<file path="src/value_recover_pkg.sv">
/*
  Shared constants for the value-block recovery command path:
  command code, argument layout, key selector fields, buffer size,
  result codes and the host register map.
  Assumes both ends and the link interface import this package.
*/
package value_recover_pkg;
  // Command and argument layout
  localparam logic [7:0] CMD_RECOVER_VALUE = 8'h10;
  localparam int ARG_BYTES = 9;
  localparam int ARG_W = ARG_BYTES * 8;
  localparam int ARG_BLOCK = 0;
  localparam int ARG_BUF_OFS = 1;
  localparam int ARG_KEY_SEL = 2;
  localparam int ARG_KEY = 3;
  localparam int KEY_BYTES = 6;
  localparam int KEY_W = KEY_BYTES * 8;
  // Key selector fields
  localparam int SEL_KEY_B_BIT = 7;
  localparam int SEL_INLINE_BIT = 6;
  localparam int KEY_IDX_W = 6;
  localparam int KEY_COUNT = 40;
  localparam logic [KEY_IDX_W-1:0] KEY_LAST = 6'h27;
  // Card block and data buffer
  localparam int BLOCK_W = 128;
  localparam int BUF_DEPTH = 256;
  localparam int BUF_AW = 8;
  localparam int RESULT_BYTES = 5;
  localparam logic [2:0] RESULT_LAST = 3'h4;
  // Result codes
  localparam logic [7:0] RES_OK = 8'h00;
  localparam logic [7:0] RES_AUTH_FAIL = 8'h01;
  localparam logic [7:0] RES_CORRUPT = 8'h02;
  localparam logic [7:0] RES_BAD_CMD = 8'h03;
  localparam logic [7:0] RES_BAD_KEY = 8'h05;
  // Host register map, byte addresses
  localparam logic [7:0] REG_CMD = 8'h00;
  localparam logic [7:0] REG_ARG0 = 8'h04;
  localparam logic [7:0] REG_ARG1 = 8'h08;
  localparam logic [7:0] REG_ARG2 = 8'h0C;
  localparam logic [7:0] REG_STATUS = 8'h10;
  localparam logic [7:0] REG_BUF_ADDR = 8'h14;
  localparam logic [7:0] REG_BUF_DATA = 8'h18;
  localparam int STAT_BUSY_BIT = 0;
  localparam int STAT_DONE_BIT = 1;
  localparam int STAT_RES_LSB = 8;
  localparam logic [1:0] RESP_OKAY = 2'h0;
  localparam logic [1:0] RESP_SLVERR = 2'h2;
endpackage

</file>
<file path="src/cmd_link_if.sv">
/*
  Link between the host controller and the reader command logic.
  Assumes both ends run on the same clock; no clocking block.
*/
`timescale 1ns/10ps
`default_nettype none
interface cmd_link_if;
  import value_recover_pkg::*;
  // Host to device
  logic cmd_valid;
  logic [7:0] cmd_code;
  logic [ARG_W-1:0] cmd_args;
  logic [BUF_AW-1:0] buf_addr;
  // Device to host
  logic busy;
  logic done;
  logic [7:0] result;
  logic [7:0] buf_data;

  modport device (
    input cmd_valid, cmd_code, cmd_args, buf_addr,
    output busy, done, result, buf_data
  );
  modport host (
    output cmd_valid, cmd_code, cmd_args, buf_addr,
    input busy, done, result, buf_data
  );
endinterface
`default_nettype wire

</file>
<file path="src/value_recover_device.sv">
/*
  Reader-side command logic for value-block recovery: decodes the
  command, picks the key, asks the card for the block, votes the
  redundant copies and stores value and address in the data buffer.
  Assumes a card port that holds ack one cycle with data and status,
  and a key store loaded through the key port.
*/
`timescale 1ns/10ps
`default_nettype none
module value_recover_device (
  // Clock and reset
  input wire logic clock_in,
  input wire logic reset_in,
  // Host link
  cmd_link_if.device link,
  // Card access
  output logic card_req_out,
  output logic [7:0] card_block_out,
  output logic [value_recover_pkg::KEY_W-1:0] card_key_out,
  output logic card_key_b_out,
  input wire logic card_ack_in,
  input wire logic card_auth_ok_in,
  input wire logic [value_recover_pkg::BLOCK_W-1:0] card_data_in,
  // Key store loading
  input wire logic key_wr_in,
  input wire logic [value_recover_pkg::KEY_IDX_W-1:0] key_wr_index_in,
  input wire logic [value_recover_pkg::KEY_W-1:0] key_wr_data_in
);
  import value_recover_pkg::*;

  typedef enum logic [2:0] {
    ST_IDLE = 3'h0,
    ST_CARD = 3'h1,
    ST_CHECK = 3'h3,
    ST_WRITE = 3'h2,
    ST_DONE = 3'h6
  } state_t;

  // Byte pick from the argument list
  function automatic logic [7:0] arg_byte(input logic [ARG_W-1:0] args,
                                          input int idx);
    arg_byte = args[idx*8 +: 8];
  endfunction

  // Bitwise two-of-three vote
  function automatic logic [31:0] vote3(input logic [31:0] a,
                                        input logic [31:0] b,
                                        input logic [31:0] c);
    vote3 = (a & b) | (a & c) | (b & c);
  endfunction

  // Storage
  logic [7:0] buffer_mem [BUF_DEPTH];
  logic [KEY_W-1:0] key_mem [KEY_COUNT];

  // State and registers
  state_t state_reg;
  logic busy_reg;
  logic done_reg;
  logic [7:0] result_reg;
  logic [7:0] buf_data_reg;
  logic card_req_reg;
  logic [7:0] block_reg;
  logic [KEY_W-1:0] key_reg;
  logic key_b_reg;
  logic [BUF_AW-1:0] wr_ptr_reg;
  logic [BLOCK_W-1:0] data_reg;
  logic [RESULT_BYTES*8-1:0] out_bytes_reg;
  logic [2:0] byte_cnt_reg;

  // Decode of the incoming command and selector
  wire [7:0] sel_byte = arg_byte(link.cmd_args, ARG_KEY_SEL);
  wire [KEY_IDX_W-1:0] key_index = sel_byte[KEY_IDX_W-1:0];
  wire use_inline = sel_byte[SEL_INLINE_BIT];
  wire use_key_b = sel_byte[SEL_KEY_B_BIT];
  wire index_ok = use_inline || (key_index <= KEY_LAST);
  wire is_recover = link.cmd_code == CMD_RECOVER_VALUE;
  wire start = (state_reg == ST_IDLE) && link.cmd_valid;

  // Key choice: inline bytes LSB first, else key store
  wire [KEY_W-1:0] inline_key = link.cmd_args[ARG_KEY*8 +: KEY_W];
  wire [KEY_W-1:0] stored_key = (key_index <= KEY_LAST) ? key_mem[key_index] : '0;
  wire [KEY_W-1:0] chosen_key = use_inline ? inline_key : stored_key;

  // Copies of value and address inside the value block
  wire [31:0] val_a = data_reg[31:0];
  wire [31:0] val_b = ~data_reg[63:32];
  wire [31:0] val_c = data_reg[95:64];
  wire [31:0] adr_a = {24'h000000, data_reg[103:96]};
  wire [31:0] adr_b = {24'h000000, ~data_reg[111:104]};
  wire [31:0] adr_c = {24'h000000, data_reg[119:112]};

  // Voting and plausibility of the result
  wire [31:0] val_vote = vote3(val_a, val_b, val_c);
  wire [31:0] adr_vote = vote3(adr_a, adr_b, adr_c);
  wire val_ok = (val_vote == val_a) || (val_vote == val_b) || (val_vote == val_c);
  wire adr_ok = (adr_vote == adr_a) || (adr_vote == adr_b) || (adr_vote == adr_c);
  wire block_ok = val_ok && adr_ok;

  // Buffer write strobe and last byte
  wire buf_we = state_reg == ST_WRITE;
  wire last_byte = byte_cnt_reg == RESULT_LAST;

  // Command sequencer
  always_ff @(posedge clock_in) begin
    if (reset_in) begin
      state_reg <= ST_IDLE;
      busy_reg <= 1'b0;
      result_reg <= RES_OK;
      card_req_reg <= 1'b0;
    end else begin
      unique case (state_reg)
        ST_IDLE: begin
          if (start) begin
            busy_reg <= 1'b1;
            if (!is_recover) begin
              result_reg <= RES_BAD_CMD;
              state_reg <= ST_DONE;
            end else if (!index_ok) begin
              result_reg <= RES_BAD_KEY;
              state_reg <= ST_DONE;
            end else begin
              card_req_reg <= 1'b1;
              state_reg <= ST_CARD;
            end
          end
        end
        ST_CARD: begin
          if (card_ack_in) begin
            card_req_reg <= 1'b0;
            if (card_auth_ok_in) begin
              state_reg <= ST_CHECK;
            end else begin
              result_reg <= RES_AUTH_FAIL;
              state_reg <= ST_DONE;
            end
          end
        end
        ST_CHECK: begin
          if (block_ok) begin
            state_reg <= ST_WRITE;
          end else begin
            result_reg <= RES_CORRUPT;
            state_reg <= ST_DONE;
          end
        end
        ST_WRITE: begin
          if (last_byte) begin
            result_reg <= RES_OK;
            state_reg <= ST_DONE;
          end
        end
        ST_DONE: begin
          busy_reg <= 1'b0;
          state_reg <= ST_IDLE;
        end
        default: begin
          state_reg <= ST_IDLE;
        end
      endcase
    end
  end

  // Completion pulse, one cycle after the finish state
  always_ff @(posedge clock_in) begin
    if (reset_in) begin
      done_reg <= 1'b0;
    end else begin
      done_reg <= state_reg == ST_DONE;
    end
  end

  // Card request fields, captured at command start
  always_ff @(posedge clock_in) begin
    if (reset_in) begin
      block_reg <= 8'h00;
      key_reg <= '0;
      key_b_reg <= 1'b0;
    end else if (start) begin
      block_reg <= arg_byte(link.cmd_args, ARG_BLOCK);
      key_reg <= chosen_key;
      key_b_reg <= use_key_b;
    end
  end

  // Block data from the card
  always_ff @(posedge clock_in) begin
    if (reset_in) begin
      data_reg <= '0;
    end else if (state_reg == ST_CARD && card_ack_in) begin
      data_reg <= card_data_in;
    end
  end

  // Result bytes: value LSB first, then address
  always_ff @(posedge clock_in) begin
    if (reset_in) begin
      out_bytes_reg <= '0;
      byte_cnt_reg <= 3'h0;
      wr_ptr_reg <= '0;
    end else if (start) begin
      byte_cnt_reg <= 3'h0;
      wr_ptr_reg <= arg_byte(link.cmd_args, ARG_BUF_OFS);
    end else if (state_reg == ST_CHECK) begin
      out_bytes_reg <= {adr_vote[7:0], val_vote};
    end else if (buf_we) begin
      out_bytes_reg <= {8'h00, out_bytes_reg[RESULT_BYTES*8-1:8]};
      byte_cnt_reg <= byte_cnt_reg + 3'h1;
      wr_ptr_reg <= wr_ptr_reg + 8'h01;
    end
  end

  // Data buffer, written only after a good vote
  always_ff @(posedge clock_in) begin
    if (buf_we) begin
      buffer_mem[wr_ptr_reg] <= out_bytes_reg[7:0];
    end
  end

  // Key store
  always_ff @(posedge clock_in) begin
    if (key_wr_in && key_wr_index_in <= KEY_LAST) begin
      key_mem[key_wr_index_in] <= key_wr_data_in;
    end
  end

  // Buffer read port, one cycle latency
  always_ff @(posedge clock_in) begin
    if (reset_in) begin
      buf_data_reg <= 8'h00;
    end else begin
      buf_data_reg <= buffer_mem[link.buf_addr];
    end
  end

  // Outputs
  assign link.busy = busy_reg;
  assign link.done = done_reg;
  assign link.result = result_reg;
  assign link.buf_data = buf_data_reg;
  assign card_req_out = card_req_reg;
  assign card_block_out = block_reg;
  assign card_key_out = key_reg;
  assign card_key_b_out = key_b_reg;

endmodule
`default_nettype wire

</file>
<file path="src/flat_wrapper.sv">
// flat-port wrapper written by rule: the top's interface ports become plain ports
module value_recover_device_flat import value_recover_pkg::*;
  (clock_in, reset_in, card_req_out, card_block_out, card_key_out, card_key_b_out, card_ack_in, card_auth_ok_in, card_data_in, key_wr_in, key_wr_index_in, key_wr_data_in, link_cmd_valid, link_cmd_code, link_cmd_args, link_buf_addr, link_busy, link_done, link_result, link_buf_data);
  cmd_link_if link_i ();
  input wire logic clock_in;
  input wire logic reset_in;
  output logic card_req_out;
  output logic [7:0] card_block_out;
  output logic [value_recover_pkg::KEY_W-1:0] card_key_out;
  output logic card_key_b_out;
  input wire logic card_ack_in;
  input wire logic card_auth_ok_in;
  input wire logic [value_recover_pkg::BLOCK_W-1:0] card_data_in;
  input wire logic key_wr_in;
  input wire logic [value_recover_pkg::KEY_IDX_W-1:0] key_wr_index_in;
  input wire logic [value_recover_pkg::KEY_W-1:0] key_wr_data_in;
  input wire logic [$bits(link_i.cmd_valid)-1:0] link_cmd_valid;
  input wire logic [$bits(link_i.cmd_code)-1:0] link_cmd_code;
  input wire logic [$bits(link_i.cmd_args)-1:0] link_cmd_args;
  input wire logic [$bits(link_i.buf_addr)-1:0] link_buf_addr;
  output wire logic [$bits(link_i.busy)-1:0] link_busy;
  output wire logic [$bits(link_i.done)-1:0] link_done;
  output wire logic [$bits(link_i.result)-1:0] link_result;
  output wire logic [$bits(link_i.buf_data)-1:0] link_buf_data;
  assign link_i.cmd_valid = link_cmd_valid;
  assign link_i.cmd_code = link_cmd_code;
  assign link_i.cmd_args = link_cmd_args;
  assign link_i.buf_addr = link_buf_addr;
  assign link_busy = link_i.busy;
  assign link_done = link_i.done;
  assign link_result = link_i.result;
  assign link_buf_data = link_i.buf_data;
  value_recover_device u_core (.clock_in(clock_in), .reset_in(reset_in), .link(link_i), .card_req_out(card_req_out), .card_block_out(card_block_out), .card_key_out(card_key_out), .card_key_b_out(card_key_b_out), .card_ack_in(card_ack_in), .card_auth_ok_in(card_auth_ok_in), .card_data_in(card_data_in), .key_wr_in(key_wr_in), .key_wr_index_in(key_wr_index_in), .key_wr_data_in(key_wr_data_in));
endmodule
</file>
<file path="config.mk">
export PLATFORM = sky130hd
export DESIGN_NAME = value_recover_device_flat
export DESIGN_NICKNAME = d
export VERILOG_FILES = /design/src/value_recover_pkg.sv /design/src/cmd_link_if.sv /design/src/value_recover_device.sv /design/src/flat_wrapper.sv
export SDC_FILE = /design/constraint.sdc
export NUM_CORES = 2
export LEC_CHECK = 0
export ABC_AREA = 1
export BUFFER_PORTS_ARGS = -buffer_cell sky130_fd_sc_hd__buf_2
export CORE_AREA = 2 2 828 418
export CTS_BUF_LIST = sky130_fd_sc_hd__clkbuf_8
export DETAILED_ROUTE_END_ITERATION = 8
export DIE_AREA = 0 0 830 420
export PLACE_DENSITY = 0.69
export SLEW_MARGIN = 40
export SYNTH_ARGS = -nofsm -noshare
export SYNTH_HDL_FRONTEND = slang
export SYNTH_SLANG_ARGS = --single-unit
</file>
<file path="constraint.sdc">
create_clock -name clock_in -period 5.6 [get_ports clock_in]
set_input_delay 1.12 -clock clock_in [delete_from_list [all_inputs] [get_ports clock_in]]
set_output_delay 1.12 -clock clock_in [all_outputs]
set_load 0.01 [all_outputs]
</file>
Word-level counts from Yosys, hierarchy flattened
Memory sizes are Yosys's and may differ from the RTL's. A register that Yosys moved wholly into a read port is not among the register bits.
Cells that the tools add are included.
{"block": "word_totals", "rom_bits": 0, "elab_cells": 110, "regBits": 242, "mem_bits_rw": 3968, "n_memories": 2, "latch_bits": 0, "input_bits": 276}
{"name": "u_core.buffer_mem", "words": 256, "word_bits": 8, "rd": 1, "rd_ports_with_merged_regs": 1, "wr": 1, "line_no": "value_recover_device.sv:53", "text": "logic [7:0] buffer_mem [BUF_DEPTH];"}
{"name": "u_core.key_mem", "words": 40, "word_bits": 48, "rd": 1, "rd_ports_with_merged_regs": 0, "wr": 1, "line_no": "value_recover_device.sv:54", "text": "logic [KEY_W-1:0] key_mem [KEY_COUNT];"}
{"block": "op_classes", "n_lt_le_gt_ge": 2, "shift": 0, "multipliers": 0, "n_eq_ne": 21, "muxes": 34, "add_sub_neg": 2, "bitwise": 14, "n_reduce_logical": 23, "div_mod_pow": 0}
{"op": "32-bit bitwise OR", "n": 4}
{"op": "32-bit bitwise AND", "n": 3}
{"op": "32-bit equality test", "n": 3}
{"op": "32-bit by 8-bit equality test with 1-bit output", "n": 3}
{"op": "48-bit 2-to-1 mux", "n": 2}
{"op": "40-bit 2-to-1 mux", "n": 2}
{"op": "8-bit 2-to-1 mux", "n": 10}
{"op": "32-bit NOT", "n": 1}
{"op": "8-bit case mux with 4 select lines", "n": 1}
{"op": "8-bit bitwise AND", "n": 3}
{"op": "3-bit 2-to-1 mux", "n": 7}
{"op": "6-bit <= comparator, second input constant", "n": 2}
{"op": "3-bit case mux with 4 select lines", "n": 1}
{"op": "1-bit 2-to-1 mux", "n": 9}
{"op": "8-bit by 1-bit adder with 8-bit output, second input constant", "n": 1}
{"op": "8-bit by 5-bit equality test with 1-bit output, second input constant", "n": 1}
{"op": "2-bit by 1-bit inequality test with 1-bit output, second input constant", "n": 4}
{"op": "2-bit inequality test, second input constant", "n": 4}
{"op": "8-bit NOT", "n": 1}
{"op": "2-bit AND reduction", "n": 4}
{"op": "2-bit nonzero test", "n": 4}
{"op": "7-bit AND reduction", "n": 1}
{"op": "3-bit by 2-bit equality test with 1-bit output, second input constant", "n": 2}
{"op": "3-bit equality test, second input constant", "n": 2}
{"op": "other kinds (12)", "n": 21}

Logic depth before layout (Yosys ltp)
{"block": "depth", "ltp_word": 10, "depth_mapped": 17}

Worst setup path before layout
No wires, ideal clock.
{"block": "synth_path", "path_kind": "reg-to-reg", "startpoint": "reg u_core.out_bytes_reg[0]", "endpoint": "mem u_core.buffer_mem[0][0] (data pin)", "path_slack_ps": 1347, "t_arrival_ps": 3397, "period_less_slack_ps": 4253, "path_stages_with_launch": 1, "path_cell_list": "dfxtp_1"}
{"item": "from (decl)", "line_no": "value_recover_device.sv:68", "text": "logic [RESULT_BYTES*8-1:0] out_bytes_reg;"}
{"item": "from (signal assigned)", "line_no": "value_recover_device.sv:205", "text": "out_bytes_reg <= {adr_vote[7:0], val_vote};"}
{"item": "from (signal assigned)", "line_no": "value_recover_device.sv:207", "text": "out_bytes_reg <= {8'h00, out_bytes_reg[RESULT_BYTES*8-1:8]};"}
{"item": "to (decl)", "line_no": "value_recover_device.sv:53"}
No word-level cell before the write port.

Final worst setup path
{"block": "layout_path", "startpoint": "reg u_core.state_reg[2]", "endpoint": "mem u_core.buffer_mem[243][5], enable pin"}
{"block": "layout_between", "elab_chain_cells": 3}
{"item": "from (decl)", "line_no": "value_recover_device.sv:57", "text": "state_t state_reg;"}
{"item": "from (signal assigned)", "line_no": "value_recover_device.sv:107", "text": "state_reg <= ST_IDLE;"}
{"item": "from (signal assigned)", "line_no": "value_recover_device.sv:118", "text": "state_reg <= ST_DONE;"}
{"item": "from (signal assigned)", "line_no": "value_recover_device.sv:121", "text": "state_reg <= ST_DONE;"}
{"item": "3-bit by 2-bit equality test with 1-bit output", "line_no": "value_recover_device.sv:101", "text": "wire buf_we = state_reg == ST_WRITE;"}
{"item": "1-bit 2-to-1 mux", "line_no": "value_recover_device.sv:215", "text": "if (buf_we) begin"}
{"item": "1-bit 2-to-1 mux (not written as such)", "line_no": "value_recover_device.sv:216", "text": "buffer_mem[wr_ptr_reg] <= out_bytes_reg[7:0];"}
Every way passes these cells.

==> impl_metrics.csv <==
group,metric,value,unit
status,status,"finished clean",
cts,cts_sinks,4213,
layout,largest_reg_flops,2048,
timing,tns,0,ns
critical_path,critPathBufInv,2,
synthesis,yosysWarnings,0,
timing,worstMarginPinSlew,0.944,ns
timing,finalHoldViolCount,0,
floorplan,core_area,0.341,mm^2
global_routing,antenna_found_initial,49,
drt,wl_met2,193000,um
critical_path,cp_slowest_stage_delay,0.87,ns
drt,postRouteAntennaNets,0,
floorplan,die_y,420,um
critical_path,cp_num_cells,7,
critical_path,path_class,"reg2reg",
cts,cts_tree,"built",
global_routing,grt_usage,0.281,
timing,slew_headroom,0.371,
critical_path,startpoint_type,"flip-flop",
min_path,hold_start,"link_cmd_args[0]",
floorplan,ios,352,
cts,clockBufferDepth,4,
cts,cts_hold_buf,0,
synthesis,synth_cell_types,37,
synthesis,avgSynthCellArea,11.9,um^2
floorplan,rows,152,
layout,drive_gt1_frac,0.103,
critical_path,slowest_stage,"nor2_1",
synthesis,seq_area_frac_synth,0.731,
floorplan,die_x,830,um
power_and_ir_drop,vdd_ir_drop_max,0.232,mV
cts,cts_resized,0,
placement,detailedPlacementHpwl,288000,um
power_and_ir_drop,power.density,327,mW/mm^2
min_path,hold-path-cell-count,3,
synthesis,syn_area,0.170,mm^2
synthesis,ys_ff_latch,4213,
placement,gp_congestion,0.904,
critical_path,crit_chain,"nor2_1 -> inv_1 -> nor2_4 -> inv_1 -> nor2_1 -> nand2_1 -> nor2_1",
drt,firstDrtPassIters,6,
cts,worst_skew_pair.late_latency,1.10,ns
timing,hold_ws,0.293,ns
critical_path,crit_top_cell,"nor2_1",
power_and_ir_drop,p_leak,63.3,nW
critical_path,r2r_slack,2.08,ns
cts,cts_buffers,588,
drt,highest_layer,"met5",
floorplan,dieArea,0.349,mm^2
global_routing,gr-total-overflow,0,
timing,rsz0062_at_grt,"no",
critical_path,worst-path-max-fanout,24,
critical_path,crit_family,"simple AND/OR/NAND/NOR gates",
timing,min_period_over_period,0.628,
layout,final_common_cell,"edfxtp_1",
critical_path,cp.required,6.28,ns
drt,drc,0,
cts,cts-root-buf,"clkbuf_8",
critical_path,rr_worst_depth,7,
layout,finish.utilization,0.548,
timing,skew,0.0822,ns
drt,drt_iter0_drc,20000,
global_routing,grt_pass1_wl,727000,um
timing,maxSlewViolCount,0,
drt,wirelength,506000,um
drt,m1WireLength,217000,um
min_path,min_path_type,"in2reg",
synthesis,syn_inst,14200,
placement,io_buffers,338,
cts,cts_max_level,6,
global_routing,grt_max_degree,189,
timing,setup_violations,0,
critical_path,worst_setup_path_end_kind,"flip-flop",
drt,routed_via_density,6.07,
timing,max_freq,0.284,GHz
cts,clkTransAtPathRegs,0.07,ns
timing,finalCriticalPeriod,3.52,ns
job,maxCapViolCount,0,
layout,syn_to_final_growth,10.2,%
drt,wl_per_cell,26.1,um
critical_path,r2r_start,"u_core.state_reg[2]",
layout,fin_nets,14700,
critical_path,cp.arrival,4.20,ns
drt,vias,118000,
critical_path,timing.rr.end,"u_core.buffer_mem[243][5]",
cts,cts_setup_buffers,0,
floorplan,initial_utilization,0.497,
drt,met3_wirelength,85600,um
layout,mostFrequentLayoutCells,"edfxtp_1, nand2_1, nor2_1, o21ai_0, nand3_1",
min_path,hold_end,"u_core.card_block_out[0]",
global_routing,grt_pass1_vias,105000,
## power breakdown
group          internal [mW]  switching [mW]  leakage (nW)
clock                   10.5            11.8          6.06
sequential              34.4          0.0974          38.2
combinational           1.09            3.27          19.0
## synthesized netlist by cell type (all sizes together)
library cell | number | area share
clkinv | 23 | 0.00052
nand2 | 1954 | 0.043
nand3 | 1638 | 0.048
nor4 | 2 | 0.000074
clkbuf | 513 | 0.011
nor3 | 3 | 0.000088
a311oi | 1 | 0.000052
o21ai | 1927 | 0.057
a31oi | 39 | 0.0014
dfxtp | 245 | 0.029
nand3b | 1 | 0.000044
o21bai | 1 | 0.000044
inv | 305 | 0.0068
o211ai | 129 | 0.0057
or2 | 5 | 0.00018
nor2 | 2046 | 0.045
o21a | 1 | 0.000044
buf | 472 | 0.017
conb | 1 | 0.000022
edfxtp | 3968 | 0.70
ha | 6 | 0.00044
and3 | 1 | 0.000037
a221oi | 1 | 0.000052
o22ai | 543 | 0.020
a21oi | 339 | 0.010
o221ai | 20 | 0.0010
nand4 | 36 | 0.0013
## kinds of logic (layout without fill, tap and decap cells)
| group | Yosys count | in the layout | synth area share |
|---|---|---|---|
| AND/OR/NAND/NOR | 5686 | 5686 | 0.139 |
| flip-flops | 4213 | 4213 | 0.731 |
| AO/OA/AOI/OAI | 3001 | 3001 | 0.0952 |
| buffers and inverters | 1313 | 1960 | 0.0351 |
| adder cells (fa/ha/maj) | 6 | 6 | 0.000442 |
| other | 1 | 26 | 0.0000221 |
## stage by stage
step	total power [mW]	setup WS [ns]	area (um^2)	instances
floorplan	37.6	1.35	170000	14200
global placement	39.3	1.40	176000	18400
detailed placement	39.3	1.32	176000	18400
CTS	61.1	2.18	187000	19400
global route	63.0	1.91	187000	19400
finish	61.2	2.08	187000	19400
## layout make-up
class	count	area (um^2)
fill	28100	154000
sequential	4213	124000
multi-input combinational	8698	40500
clock buffer	625	8600
tap	4543	5680
timing repair buffer	624	5100
clock inverter	383	1780
inverter	328	1320
antenna	21	52.6
## worst register-to-register path: stages, from the launching register on
cell,delay (ns)
dfxtp_1,0.35
nor2_1,0.11
inv_1,0.09
nor2_4,0.65
inv_1,0.38
nor2_1,0.22
nand2_1,0.47
nor2_1,0.87
## worst max path at each step
stage | endpoint | slack (ns) | start
CTS | u_core.buffer_mem[252][2] | 2.18 | u_core.state_reg[2]
floorplan | u_core.buffer_mem[0][0] | 1.35 | u_core.out_bytes_reg[0]
global route | u_core.buffer_mem[253][6] | 1.91 | u_core.state_reg[2]
global placement | u_core.link.buf_data[4] | 1.40 | link_buf_addr[0]
finish | u_core.buffer_mem[243][5] | 2.08 | u_core.state_reg[2]
detailed placement | u_core.link.buf_data[4] | 1.32 | link_buf_addr[0]
## per-layer routing
metal	GRT usage	up-vias
met4	0.0625	44
met3	0.114	794
met2	0.351	8201
li1	-	51900
met1	0.448	57100
met5	0.00496	-
(Power assumes the default switching activity.)
